**src/svc_pkg.sv**
```systemverilog
// svc_pkg: constants shared by both ends of the serial video config port
// assumes: a 200 MHz system clock on each end
package svc_pkg;
    // ****************************************
    // register addresses and fields
    // ****************************************
    localparam logic [7:0] ADDR_COMPRESSION = 8'hf0;
    localparam logic [7:0] ADDR_FILTER_OSC = 8'hf1;
    localparam logic [7:0] ADDR_LUMA_DELAY = 8'hf2;
    localparam int CORING_LSB = 0;
    localparam int NOTCH_SEL_BIT = 2;
    localparam int PREFILTER_BIT = 3;
    localparam int NOTCH_PRE_BIT = 4;
    localparam int OSC_EN_BIT = 5;
    localparam int OSC_RES_BIT = 6;
    localparam int WEO_DEL_BIT = 7;
    localparam int LUMA_DELAY_LSB = 0;
    localparam logic [7:0] REG_RESET = 8'h00;
    localparam logic [7:0] LUMA_CLAMP = 8'h10;
    localparam logic [7:0] CHROMA_CLAMP = 8'h80;
    // ****************************************
    // timing
    // ****************************************
    localparam int CLK_PERIOD_NS = 5;
    localparam int SER_BIT_NS = 1000;
    localparam int SER_HALF_CYC = (SER_BIT_NS / 2) / CLK_PERIOD_NS;
    localparam int SER_BITS = 8;
    localparam logic [3:0] BITS_LAST = 4'h7;
    // commit pulse length in system cycles (2 ms)
    localparam int COMMIT_MS = 2;
    localparam int COMMIT_CYC_DEF = COMMIT_MS * 1000000 / CLK_PERIOD_NS;
    // ****************************************
    // host command register map (axi4-lite)
    // ****************************************
    localparam logic [3:0] HOST_CMD_OFS = 4'h0;
    localparam logic [3:0] HOST_STATUS_OFS = 4'h4;
    localparam int HOST_GO_BIT = 16;
    localparam int HOST_COMMIT_BIT = 17;
endpackage

```
**src/svc_if.sv**
```systemverilog
// svc_if: serial link between the config port and its controller
// assumes: the controller drives all three wires
`timescale 1ns/100ps
`default_nettype none
interface svc_if;
    logic serial_control_clock;
    logic serial_control_data;
    logic commit_pulse;
    modport dev (input serial_control_clock, input serial_control_data, input commit_pulse);
    modport ctl (output serial_control_clock, output serial_control_data, output commit_pulse);
endinterface // svc_if
`default_nettype wire

```
**src/svc_port.sv**
```systemverilog
// svc_port: device end, shifts address/data bytes into line buffers, commits on pulse end
// assumes: link wires asynchronous to clk_i; controller keeps serial quiet around commit
// Notes on behaviour
// RL1: bytes eight bits, lsb first, 1 Mbit/s
// RL2: state undefined until first commit pulse
// RL3: init within one cycle of pulse end
// RL4: init copies line buffers to working registers
// RL5: init leaves on rising serial clock
// RL6: count bits on serial clock rise
// RL7: f0/f1/f2 address picks line buffer
// RL8: eight address bits then data reception
// RL9: store data, clear count, back to address
// RL10: commit pulse aborts reception anytime
// RL11: f0 holds compression value bits 7:0
// RL12: f1 bits 1:0 chroma coring select
// RL13: f1 bit 2 chroma notch select
// RL14: f1 bits 3..5 prefilter, notch, oscillator
// RL15: f1 bit 6 oscillator reset source
// RL16: controller writes zeros to f2 7:2
// RL17: clamp forces luma 16, chroma 128
// RL18: oscillator phase per sample from compression
// RL19: chroma path linear interpolation
// RL20: coring codes off, +1/-1, +1/-0, +2/-1
// RL21: luma delay zero to three cycles
// RL22: unknown address discards following data
// RL23: f1 bit 7 write-enable-out delay select
`timescale 1ns/100ps
`default_nettype none
module svc_port (
    input wire logic clk_i,
    input wire logic rst_n_i,
    svc_if.dev link,
    input wire logic clamp_control_i,
    input wire logic [7:0] luma_in_i,
    input wire logic [7:0] chroma_in_i,
    output logic [7:0] compression_value_o,
    output logic [1:0] chroma_coring_select_o,
    output logic chroma_notch_select_o,
    output logic prefilter_enable_o,
    output logic notch_prefilter_enable_o,
    output logic phase_oscillator_enable_o,
    output logic oscillator_reset_source_o,
    output logic write_enable_out_delay_select_o,
    output logic [1:0] luma_delay_o,
    output logic [7:0] phase_o,
    output logic [7:0] luma_out_o,
    output logic [7:0] chroma_out_o
);
    import svc_pkg::*;

    // ****************************************
    // state
    // ****************************************
    typedef enum logic [2:0] {
        ST_INIT = 3'b001,
        ST_ADDR = 3'b010,
        ST_DATA = 3'b100
    } svc_state_e;

    typedef struct packed {
        logic [2:0] sclk_sync;
        logic [1:0] sdat_sync;
        logic [2:0] com_sync;
        svc_state_e st;
        logic [3:0] bits;
        logic [7:0] shift;
        logic [1:0] sel;
        logic sel_ok;
        logic [7:0] buf0;
        logic [7:0] buf1;
        logic [7:0] buf2;
        logic [7:0] reg0;
        logic [7:0] reg1;
        logic [7:0] reg2;
        logic [15:0] acc;
        logic [7:0] phase;
        logic [23:0] ydly;
        logic [7:0] luma;
        logic [7:0] chroma_prev;
        logic [7:0] chroma;
    } svc_state_s;

    svc_state_s s_q;
    svc_state_s s_d;

    function automatic logic [7:0] svc_core(input logic [7:0] c, input logic [1:0] mode);
        logic [7:0] r;
        r = c;
        unique case (mode)
            2'b00: r = c;
            2'b01: r = (c == CHROMA_CLAMP + 8'h01 || c == CHROMA_CLAMP - 8'h01) ? CHROMA_CLAMP : c;
            2'b10: r = (c == CHROMA_CLAMP + 8'h01) ? CHROMA_CLAMP : c;
            2'b11: r = (c == CHROMA_CLAMP + 8'h01 || c == CHROMA_CLAMP + 8'h02
                        || c == CHROMA_CLAMP - 8'h01) ? CHROMA_CLAMP : c;
        endcase
        return r;
    endfunction

    logic sclk_rise;
    logic com_fall;
    logic [8:0] chroma_sum;

    // ****************************************
    // next state
    // ****************************************
    always_comb begin
        s_d = s_q;
        s_d.sclk_sync = {s_q.sclk_sync[1:0], link.serial_control_clock};
        s_d.sdat_sync = {s_q.sdat_sync[0], link.serial_control_data};
        s_d.com_sync = {s_q.com_sync[1:0], link.commit_pulse};
        sclk_rise = s_q.sclk_sync[1] & ~s_q.sclk_sync[2]; // [RL6]
        com_fall = s_q.com_sync[2] & ~s_q.com_sync[1];
        if (s_q.com_sync[1]) begin
            s_d.st = ST_INIT; // [RL10]
            s_d.bits = 4'h0;
        end else if (com_fall) begin
            s_d.st = ST_INIT; // [RL3] [RL2]
            s_d.bits = 4'h0;
            s_d.reg0 = s_q.buf0; // [RL4]
            s_d.reg1 = s_q.buf1;
            s_d.reg2 = s_q.buf2;
        end else if (sclk_rise) begin
            s_d.shift = {s_q.sdat_sync[1], s_q.shift[7:1]}; // [RL1]
            unique case (s_q.st)
                ST_INIT, ST_ADDR: begin
                    // first rising edge in init already carries address bit 0
                    s_d.st = ST_ADDR; // [RL5]
                    s_d.bits = s_q.bits + 4'h1;
                    if (s_q.bits == BITS_LAST) begin
                        s_d.st = ST_DATA; // [RL8]
                        s_d.bits = 4'h0;
                        s_d.sel_ok = 1'b1;
                        unique case (s_d.shift)
                            ADDR_COMPRESSION: s_d.sel = 2'd0; // [RL7]
                            ADDR_FILTER_OSC: s_d.sel = 2'd1;
                            ADDR_LUMA_DELAY: s_d.sel = 2'd2;
                            default: s_d.sel_ok = 1'b0; // [RL22]
                        endcase
                    end
                end
                ST_DATA: begin
                    s_d.bits = s_q.bits + 4'h1;
                    if (s_q.bits == BITS_LAST) begin
                        s_d.st = ST_ADDR; // [RL9]
                        s_d.bits = 4'h0;
                        if (s_q.sel_ok) begin
                            unique case (s_q.sel)
                                2'd0: s_d.buf0 = s_d.shift;
                                2'd1: s_d.buf1 = s_d.shift;
                                default: s_d.buf2 = s_d.shift;
                            endcase
                        end
                    end
                end
                default: s_d.st = ST_INIT;
            endcase
        end
        // phase accumulator: step of value/255 per sample [RL18] [RL11]
        if (s_q.reg1[OSC_EN_BIT]) begin
            s_d.acc = s_q.acc + {8'h00, s_q.reg0};
            if (s_d.acc >= 16'd255) begin
                s_d.acc = s_d.acc - 16'd255;
            end
        end else begin
            s_d.acc = 16'h0000;
        end
        s_d.phase = s_q.acc[7:0];
        // luma delay line [RL21]
        s_d.ydly = {s_q.ydly[15:0], luma_in_i};
        // chroma interpolation midpoint with coring [RL19] [RL20]
        chroma_sum = {1'b0, chroma_in_i} + {1'b0, s_q.chroma_prev};
        s_d.chroma_prev = chroma_in_i;
        if (clamp_control_i) begin
            s_d.luma = LUMA_CLAMP; // [RL17]
            s_d.chroma = CHROMA_CLAMP;
        end else begin
            unique case (s_q.reg2[LUMA_DELAY_LSB +: 2])
                2'd0: s_d.luma = luma_in_i;
                2'd1: s_d.luma = s_q.ydly[7:0];
                2'd2: s_d.luma = s_q.ydly[15:8];
                2'd3: s_d.luma = s_q.ydly[23:16];
            endcase
            s_d.chroma = svc_core(chroma_sum[8:1], s_q.reg1[CORING_LSB +: 2]);
        end
    end

    always_ff @(posedge clk_i or negedge rst_n_i) begin
        if (!rst_n_i) begin
            s_q <= '0;
            s_q.st <= ST_INIT;
            // idle-high serial clock: no false rising edge after reset
            s_q.sclk_sync <= 3'b111;
        end else begin
            s_q <= s_d;
        end
    end

    // ****************************************
    // outputs
    // ****************************************
    assign compression_value_o = s_q.reg0; // [RL11]
    assign chroma_coring_select_o = s_q.reg1[CORING_LSB +: 2]; // [RL12]
    assign chroma_notch_select_o = s_q.reg1[NOTCH_SEL_BIT]; // [RL13]
    assign prefilter_enable_o = s_q.reg1[PREFILTER_BIT]; // [RL14]
    assign notch_prefilter_enable_o = s_q.reg1[NOTCH_PRE_BIT];
    assign phase_oscillator_enable_o = s_q.reg1[OSC_EN_BIT];
    assign oscillator_reset_source_o = s_q.reg1[OSC_RES_BIT]; // [RL15]
    assign write_enable_out_delay_select_o = s_q.reg1[WEO_DEL_BIT]; // [RL23]
    assign luma_delay_o = s_q.reg2[LUMA_DELAY_LSB +: 2];
    assign phase_o = s_q.phase;
    assign luma_out_o = s_q.luma;
    assign chroma_out_o = s_q.chroma;
endmodule // svc_port
`default_nettype wire

```
**src/flat_wrapper.sv**
```systemverilog
// flat-port wrapper written by rule: the top's interface ports become plain ports
module svc_port_flat import svc_pkg::*;
  (clk_i, rst_n_i, clamp_control_i, luma_in_i, chroma_in_i, compression_value_o, chroma_coring_select_o, chroma_notch_select_o, prefilter_enable_o, notch_prefilter_enable_o, phase_oscillator_enable_o, oscillator_reset_source_o, write_enable_out_delay_select_o, luma_delay_o, phase_o, luma_out_o, chroma_out_o, link_serial_control_clock, link_serial_control_data, link_commit_pulse);
  svc_if link_i ();
  input wire logic clk_i;
  input wire logic rst_n_i;
  input wire logic clamp_control_i;
  input wire logic [7:0] luma_in_i;
  input wire logic [7:0] chroma_in_i;
  output logic [7:0] compression_value_o;
  output logic [1:0] chroma_coring_select_o;
  output logic chroma_notch_select_o;
  output logic prefilter_enable_o;
  output logic notch_prefilter_enable_o;
  output logic phase_oscillator_enable_o;
  output logic oscillator_reset_source_o;
  output logic write_enable_out_delay_select_o;
  output logic [1:0] luma_delay_o;
  output logic [7:0] phase_o;
  output logic [7:0] luma_out_o;
  output logic [7:0] chroma_out_o;
  input wire logic [$bits(link_i.serial_control_clock)-1:0] link_serial_control_clock;
  input wire logic [$bits(link_i.serial_control_data)-1:0] link_serial_control_data;
  input wire logic [$bits(link_i.commit_pulse)-1:0] link_commit_pulse;
  assign link_i.serial_control_clock = link_serial_control_clock;
  assign link_i.serial_control_data = link_serial_control_data;
  assign link_i.commit_pulse = link_commit_pulse;
  svc_port u_core (.clk_i(clk_i), .rst_n_i(rst_n_i), .link(link_i), .clamp_control_i(clamp_control_i), .luma_in_i(luma_in_i), .chroma_in_i(chroma_in_i), .compression_value_o(compression_value_o), .chroma_coring_select_o(chroma_coring_select_o), .chroma_notch_select_o(chroma_notch_select_o), .prefilter_enable_o(prefilter_enable_o), .notch_prefilter_enable_o(notch_prefilter_enable_o), .phase_oscillator_enable_o(phase_oscillator_enable_o), .oscillator_reset_source_o(oscillator_reset_source_o), .write_enable_out_delay_select_o(write_enable_out_delay_select_o), .luma_delay_o(luma_delay_o), .phase_o(phase_o), .luma_out_o(luma_out_o), .chroma_out_o(chroma_out_o));
endmodule
```
**config.mk**
```make
export PLATFORM = sky130hd
export DESIGN_NAME = svc_port_flat
export DESIGN_NICKNAME = d
export VERILOG_FILES = /design/src/svc_pkg.sv /design/src/svc_if.sv /design/src/svc_port.sv /design/src/flat_wrapper.sv
export SDC_FILE = /design/constraint.sdc
export NUM_CORES = 1
export LEC_CHECK = 0
export ABC_AREA = 1
export BUFFER_PORTS_ARGS = -buffer_cell sky130_fd_sc_hd__buf_2
export CAP_MARGIN = 20
export CORE_UTILIZATION = 60
export DETAILED_ROUTE_END_ITERATION = 8
export PLACE_DENSITY = 0.86
export SETUP_SLACK_MARGIN = 0.05
export SLEW_MARGIN = 20
export SYNTH_ARGS = -nofsm -noshare
export SYNTH_HDL_FRONTEND = slang
export SYNTH_SLANG_ARGS = --single-unit
export TNS_END_PERCENT = 1
```
**constraint.sdc**
```tcl
create_clock -name clk_i -period 2.7 [get_ports clk_i]
set_input_delay 0.54 -clock clk_i [delete_from_list [all_inputs] [get_ports clk_i]]
set_output_delay 0.54 -clock clk_i [all_outputs]
set_load 0.01 [all_outputs]
```
After elaboration in Yosys (flattened, before gate mapping)
Cells that the tools add are included.
{"block": "totals", "register_bits": 140, "inputBits": 22, "output_inout_bits": 42}
{"block": "classes", "add_sub_neg": 4, "magnitude_cmp": 1, "eq_ne": 18, "muxes": 26, "bitwise_logic": 6, "reduce_logical": 21}
{"op": "2-to-1 mux 24 bit", "n": 3}
{"op": "2-to-1 mux 8 bit", "n": 8}
{"op": "one-hot mux 8 bit (4 select lines)", "n": 2}
{"op": "2-to-1 mux 42 bit", "n": 1}
{"op": "== test 8 bit (second input constant)", "n": 5}
{"op": "2-to-1 mux 16 bit", "n": 2}
{"op": "2-to-1 mux 7 bit", "n": 4}
{"op": "AND reduction 7 bit", "n": 3}
{"op": "adder 16 x 8 -> 16 bit", "n": 1}
{"op": "greater-or-equal comparator 16 x 8 -> 1 bit (second input constant)", "n": 1}
{"op": "subtractor 16 x 8 -> 16 bit (second input constant)", "n": 1}
{"op": "adder 8 x 8 -> 9 bit", "n": 1}
{"op": "== test 2 bit (second input constant)", "n": 4}
{"op": "== test 8 x 7 -> 1 bit (second input constant)", "n": 1}
{"op": "one-hot mux 4 bit (2 select lines)", "n": 1}
{"op": "== test 2 x 1 -> 1 bit (second input constant)", "n": 3}
{"op": "logical NOT 2 bit", "n": 3}
{"op": "2-to-1 mux 3 bit", "n": 2}
{"op": "one-hot mux 2 bit (3 select lines)", "n": 1}
{"op": "one-hot mux 3 bit (2 select lines)", "n": 1}
{"op": "AND reduction 2 bit", "n": 3}
{"op": "AND reduction 6 bit", "n": 1}
{"op": "nonzero test 3 bit", "n": 2}
{"op": "AND reduction 5 bit", "n": 1}
{"op": "other kinds (14)", "n": 21}

Longest topological paths before layout
{"block": "depth", "depth_word": 9, "ltp_mapped": 18}

Least setup slack after synthesis
No wires, ideal clock.
{"block": "synth_timing", "path_kind": "flip-flop to flip-flop", "startpoint": "register u_core.s_q (netlist bit u_core.compression_value_o[0])", "endpoint": "register u_core.s_q[69] (netlist name)", "setup_ns": 0.132, "t_arrival_ns": 2.157, "setup_slack_ns": 0.411, "stages_incl_launch_ff": 17, "path_buffers": 1, "synth_period_minus_slack_ns": 2.289, "cell_sequence": "dfrtp_1 ha_1 inv_1 fa_1 inv_1 nand2_1 nand2_1 nand3_2 nand2_4 nand3_4 nand2_4 nand3_4 nor2_8 nand3_4 buf_6 nand3_1 nor2_1"}
{"element": "from (decl)", "line_no": "svc_port.sv:83", "rtl": "svc_state_s s_q;"}

==> run summary <==
Post-Syn Area per Cell = 8.378 sq um
Clock Skew = 0.005874 ns
Primary FF master, synth = dfrtp_1
Post-layout min period = 2.611 ns
Worst-path clk slew = 0.06 ns
Sw frac = 25.06%
Die Wd = 108.1 um
Clock Latency Late Sink = 0.51 ns
Area leader, netlist = dfrtp_1
Reg2reg start = u_core.compression_value_o[0]
Actual slew at the worst max-slew pin = 0.8492 ns
Placer Congestion = 0.9355
Core Rows = 38
Count leader, synth = nand2_1
TritonCTS clock tree = yes
XOR/XNOR share of the synthesized area = 1.167%
Top Metal Used = met4
Slew HR = 43.25%
Area Growth Syn to Fin = 14.73%
Metal2 WL = 7183 um
Post-synthesis simple-gate area fraction = 27.05%
Family with the most delay on the worst path = adder cells
Crit Path Max Fanout = 9
Switch Pwr = 1217 uW
DRT iter0 DRCs = 221
Status = complete, no violations
Fillers = 830
Drc violations = 0
Vias in the first global route = 5,127
Reg2Reg Setup Slack = 0.09 ns
Clock share of power = 47.4%
Sink Count = 133
CP Buf/Inv Count = 3
Chip height = 108.1 um
Synthesis Warnings = 0
Setup TNS = 0 ns
Net count after synthesis = 847
Power per cell area = 627.0 nW/um^2
Cell variety after synth = 40
IO Port Bufs = 63
Drt wl/cell = 14.26 um
Most used cell, CP = inv_1
FFs w/ async S/R, synth = 100.0%
Area fraction of the dominant cell type after synthesis = 47.80%
Post-synth EDFFs = 0
Internal power = 3641 uW
Crit-path cells = ha_4, inv_1, fa_2, inv_1, ha_1, nand3_2, nor2_4, nand4_4, buf_4, nand4_1, nand2_1, nor2_1
GRT overflow = 0
RR Endpoint = u_core.s_d[52]
Startpoint Class = flop
Clock Tree Buf Depth = 2
Die area = 11,680 sq um
Maximum number of pins on one net before global-route repair = 78
Setup violations, final = 0
Core area = 10,890 sq um
Critical-path top delay cell = fa_2
Routed WL = 14,360 um
Synth Area in Compound Gates = 5.707%
Vias = 5,302
DR WL met3 = 662 um
Logic pwr share = 8.7%
Initial Utilization = 62.02%
Fin nets = 896
Adder-cell area share of the yosys netlist = 3.743%
Leakage = 0.004090 uW
Required @ worst endpoint = 3.13 ns
F_max = 383.1 MHz
Post-route antenna net violation count = 0
RSZ-0062 raised after global routing = true
Setup crit end kind = flop
Max-cap viol count = 0
First-pass GRT wire length = 23,690 um
DR vias/cell = 5.265
Max Transition Viols Final = 0
Register area share after synthesis = 49.36%
Critical path class = flop to flop
Fin crit share = 96.69%
VDD IR max = 0.4582 mV
Sequential share of power = 43.9%
DRT met1 WL = 6061 um
Root buf cell = clkbuf_8
Antenna violations before repair = 0
Post-synthesis instance total = 806
WP data arrival = 3.04 ns
CP startpoint = u_core.compression_value_o[0]
Flops & latches, synth = 133
DR pass1 iterations = 5
I/O pins = 64
Hold slack = 0.1215 ns
List of most frequent post-synthesis cells = nand2_1 (227), dfrtp_1 (129), inv_1 (108)
Cell area after synthesis = 6753 sq um
Post-layout util = 71.16%
Ranking of synthesized cells by area = dfrtp_1 (48%), nand2_1 (13%), inv_1 (6.0%)
Worst Hold Path Cells = 1
Share of cells above drive strength 1 = 19.03%
Hold Startpoint = link_serial_control_clock
Hold Vio Cnt, Final = 0
HPWL after DPL = 9875 um
Worst Hold Class = input pin to flop
Inserted Clock Buffers = 17
Mux cell area share after synthesis = 2.168%
Hold path endpoint = u_core.s_d[144]
Inserted Diodes = 0
Multi-input gate area = 2804 sq um
Slowest Stage Delay on Critical Path = 0.44 ns
H-tree level count = 4
Total chip power = 4858 uW
Largest family of logic cells by synthesized area = simple AND/OR/NAND/NOR gates
Register area = 3333 sq um
FF-to-FF path depth = 12
Total GRT Usage = 26.40%
routing by layer:
layer	GRT usage (%)	vias up
met3	4.702	34
li1	-	2628
met2	44.40	168
met4	13.01	0
met5	0	-
met1	32.89	2472
how the worst max path moves through the flow:
| stage | cells after the start | endpoint | slack [ns] |
|---|---|---|---|
| floorplan | 16 | u_core.s_q[69] | 0.41 |
| global placement | 12 | u_core.s_q[69] | 0.17 |
| detailed placement | 16 | u_core.s_d[52] | 0.1 |
| CTS | 12 | u_core.s_d[52] | 0.07 |
| global route | 16 | u_core.s_d[52] | 0.007 |
| finish | 12 | u_core.s_d[52] | 0.09 |
final cells by class:
class | count | share of cell area [%]
clock buffer | 17 | 5.346
clock inverter | 14 | 2.293
inverter | 109 | 5.281
multi-input combinational | 519 | 36.19
sequential | 133 | 43.02
tap | 140 | 2.261
timing repair buffer | 75 | 5.604
metrics by stage:
step / std cells / area, sq um / setup WS, ns
floorplan: 806 / 6753 / 0.4113
global placement: 969 / 6987 / 0.1723
detailed placement: 969 / 6987 / 0.09964
CTS: 1001 / 7605 / 0.06581
global route: 1007 / 7747 / 0.006922
finish: 1007 / 7747 / 0.08945
kinds of logic after synthesis:
family | Yosys count
AO/OA/AOI/OAI | 67
XOR/XNOR | 9
adder cells (fa/ha/maj) | 19
buffers and inverters | 155
flip-flops | 133
multiplexers | 13
AND/OR/NAND/NOR | 410
registers in the layout (all words and copies together) (netlist names), 2 cells and up:
signal,cells
u_core.chroma_coring_select_o,2
u_core.s_q,62
u_core.luma_delay_o,2
u_core.chroma_out_o,8
u_core.phase_o,8
u_core.s_d,29
u_core.compression_value_o,8
u_core.luma_out_o,8
power by group through the flow:
stage / Sequential (uW) / Combinational, uW / Clock, uW
finish: 2130 / 422 / 2300
global route: 2140 / 480 / 2420
CTS: 2130 / 421 / 2330
detailed placement: 2170 / 413 / 0
global placement: 2160 / 406 / 0
floorplan: 2150 / 303 / 0
cells in the final DEF (no fill, tap or decap), types with 4 or more instances in the layout:
master     synthesis  final
a21oi_1           18     18
a41oi_1            7      7
buf_2              1     62
buf_4             37      8
clkbuf_16          0     16
clkinv_4           0      5
dfrtp_1          129    129
dfstp_2            4      4
ha_1              17     13
ha_4               0      4
inv_1            108    108
mux2_2            13     13
nand2_1          227    226
nand2_2           14     15
nand3_1           54     53
nand3_2            4      4
nand3_4            3      5
nand4_1           16     16
nor2_1            72     68
nor2_2             2      4
nor3_1             8      8
o21ai_0           33     33
xnor2_1            4      4
xor2_1             5      5
what timing repair did:
item	4_1_cts	5_1_grt
pin swaps	0	5
hold buffers	1	0
setup buffers	0	5
resized for setup	3	16
hold endpoints to repair	26	0
cloned	0	1
setup endpoints to repair	12	15
Note: power is estimated with default switching activity, not from simulation.
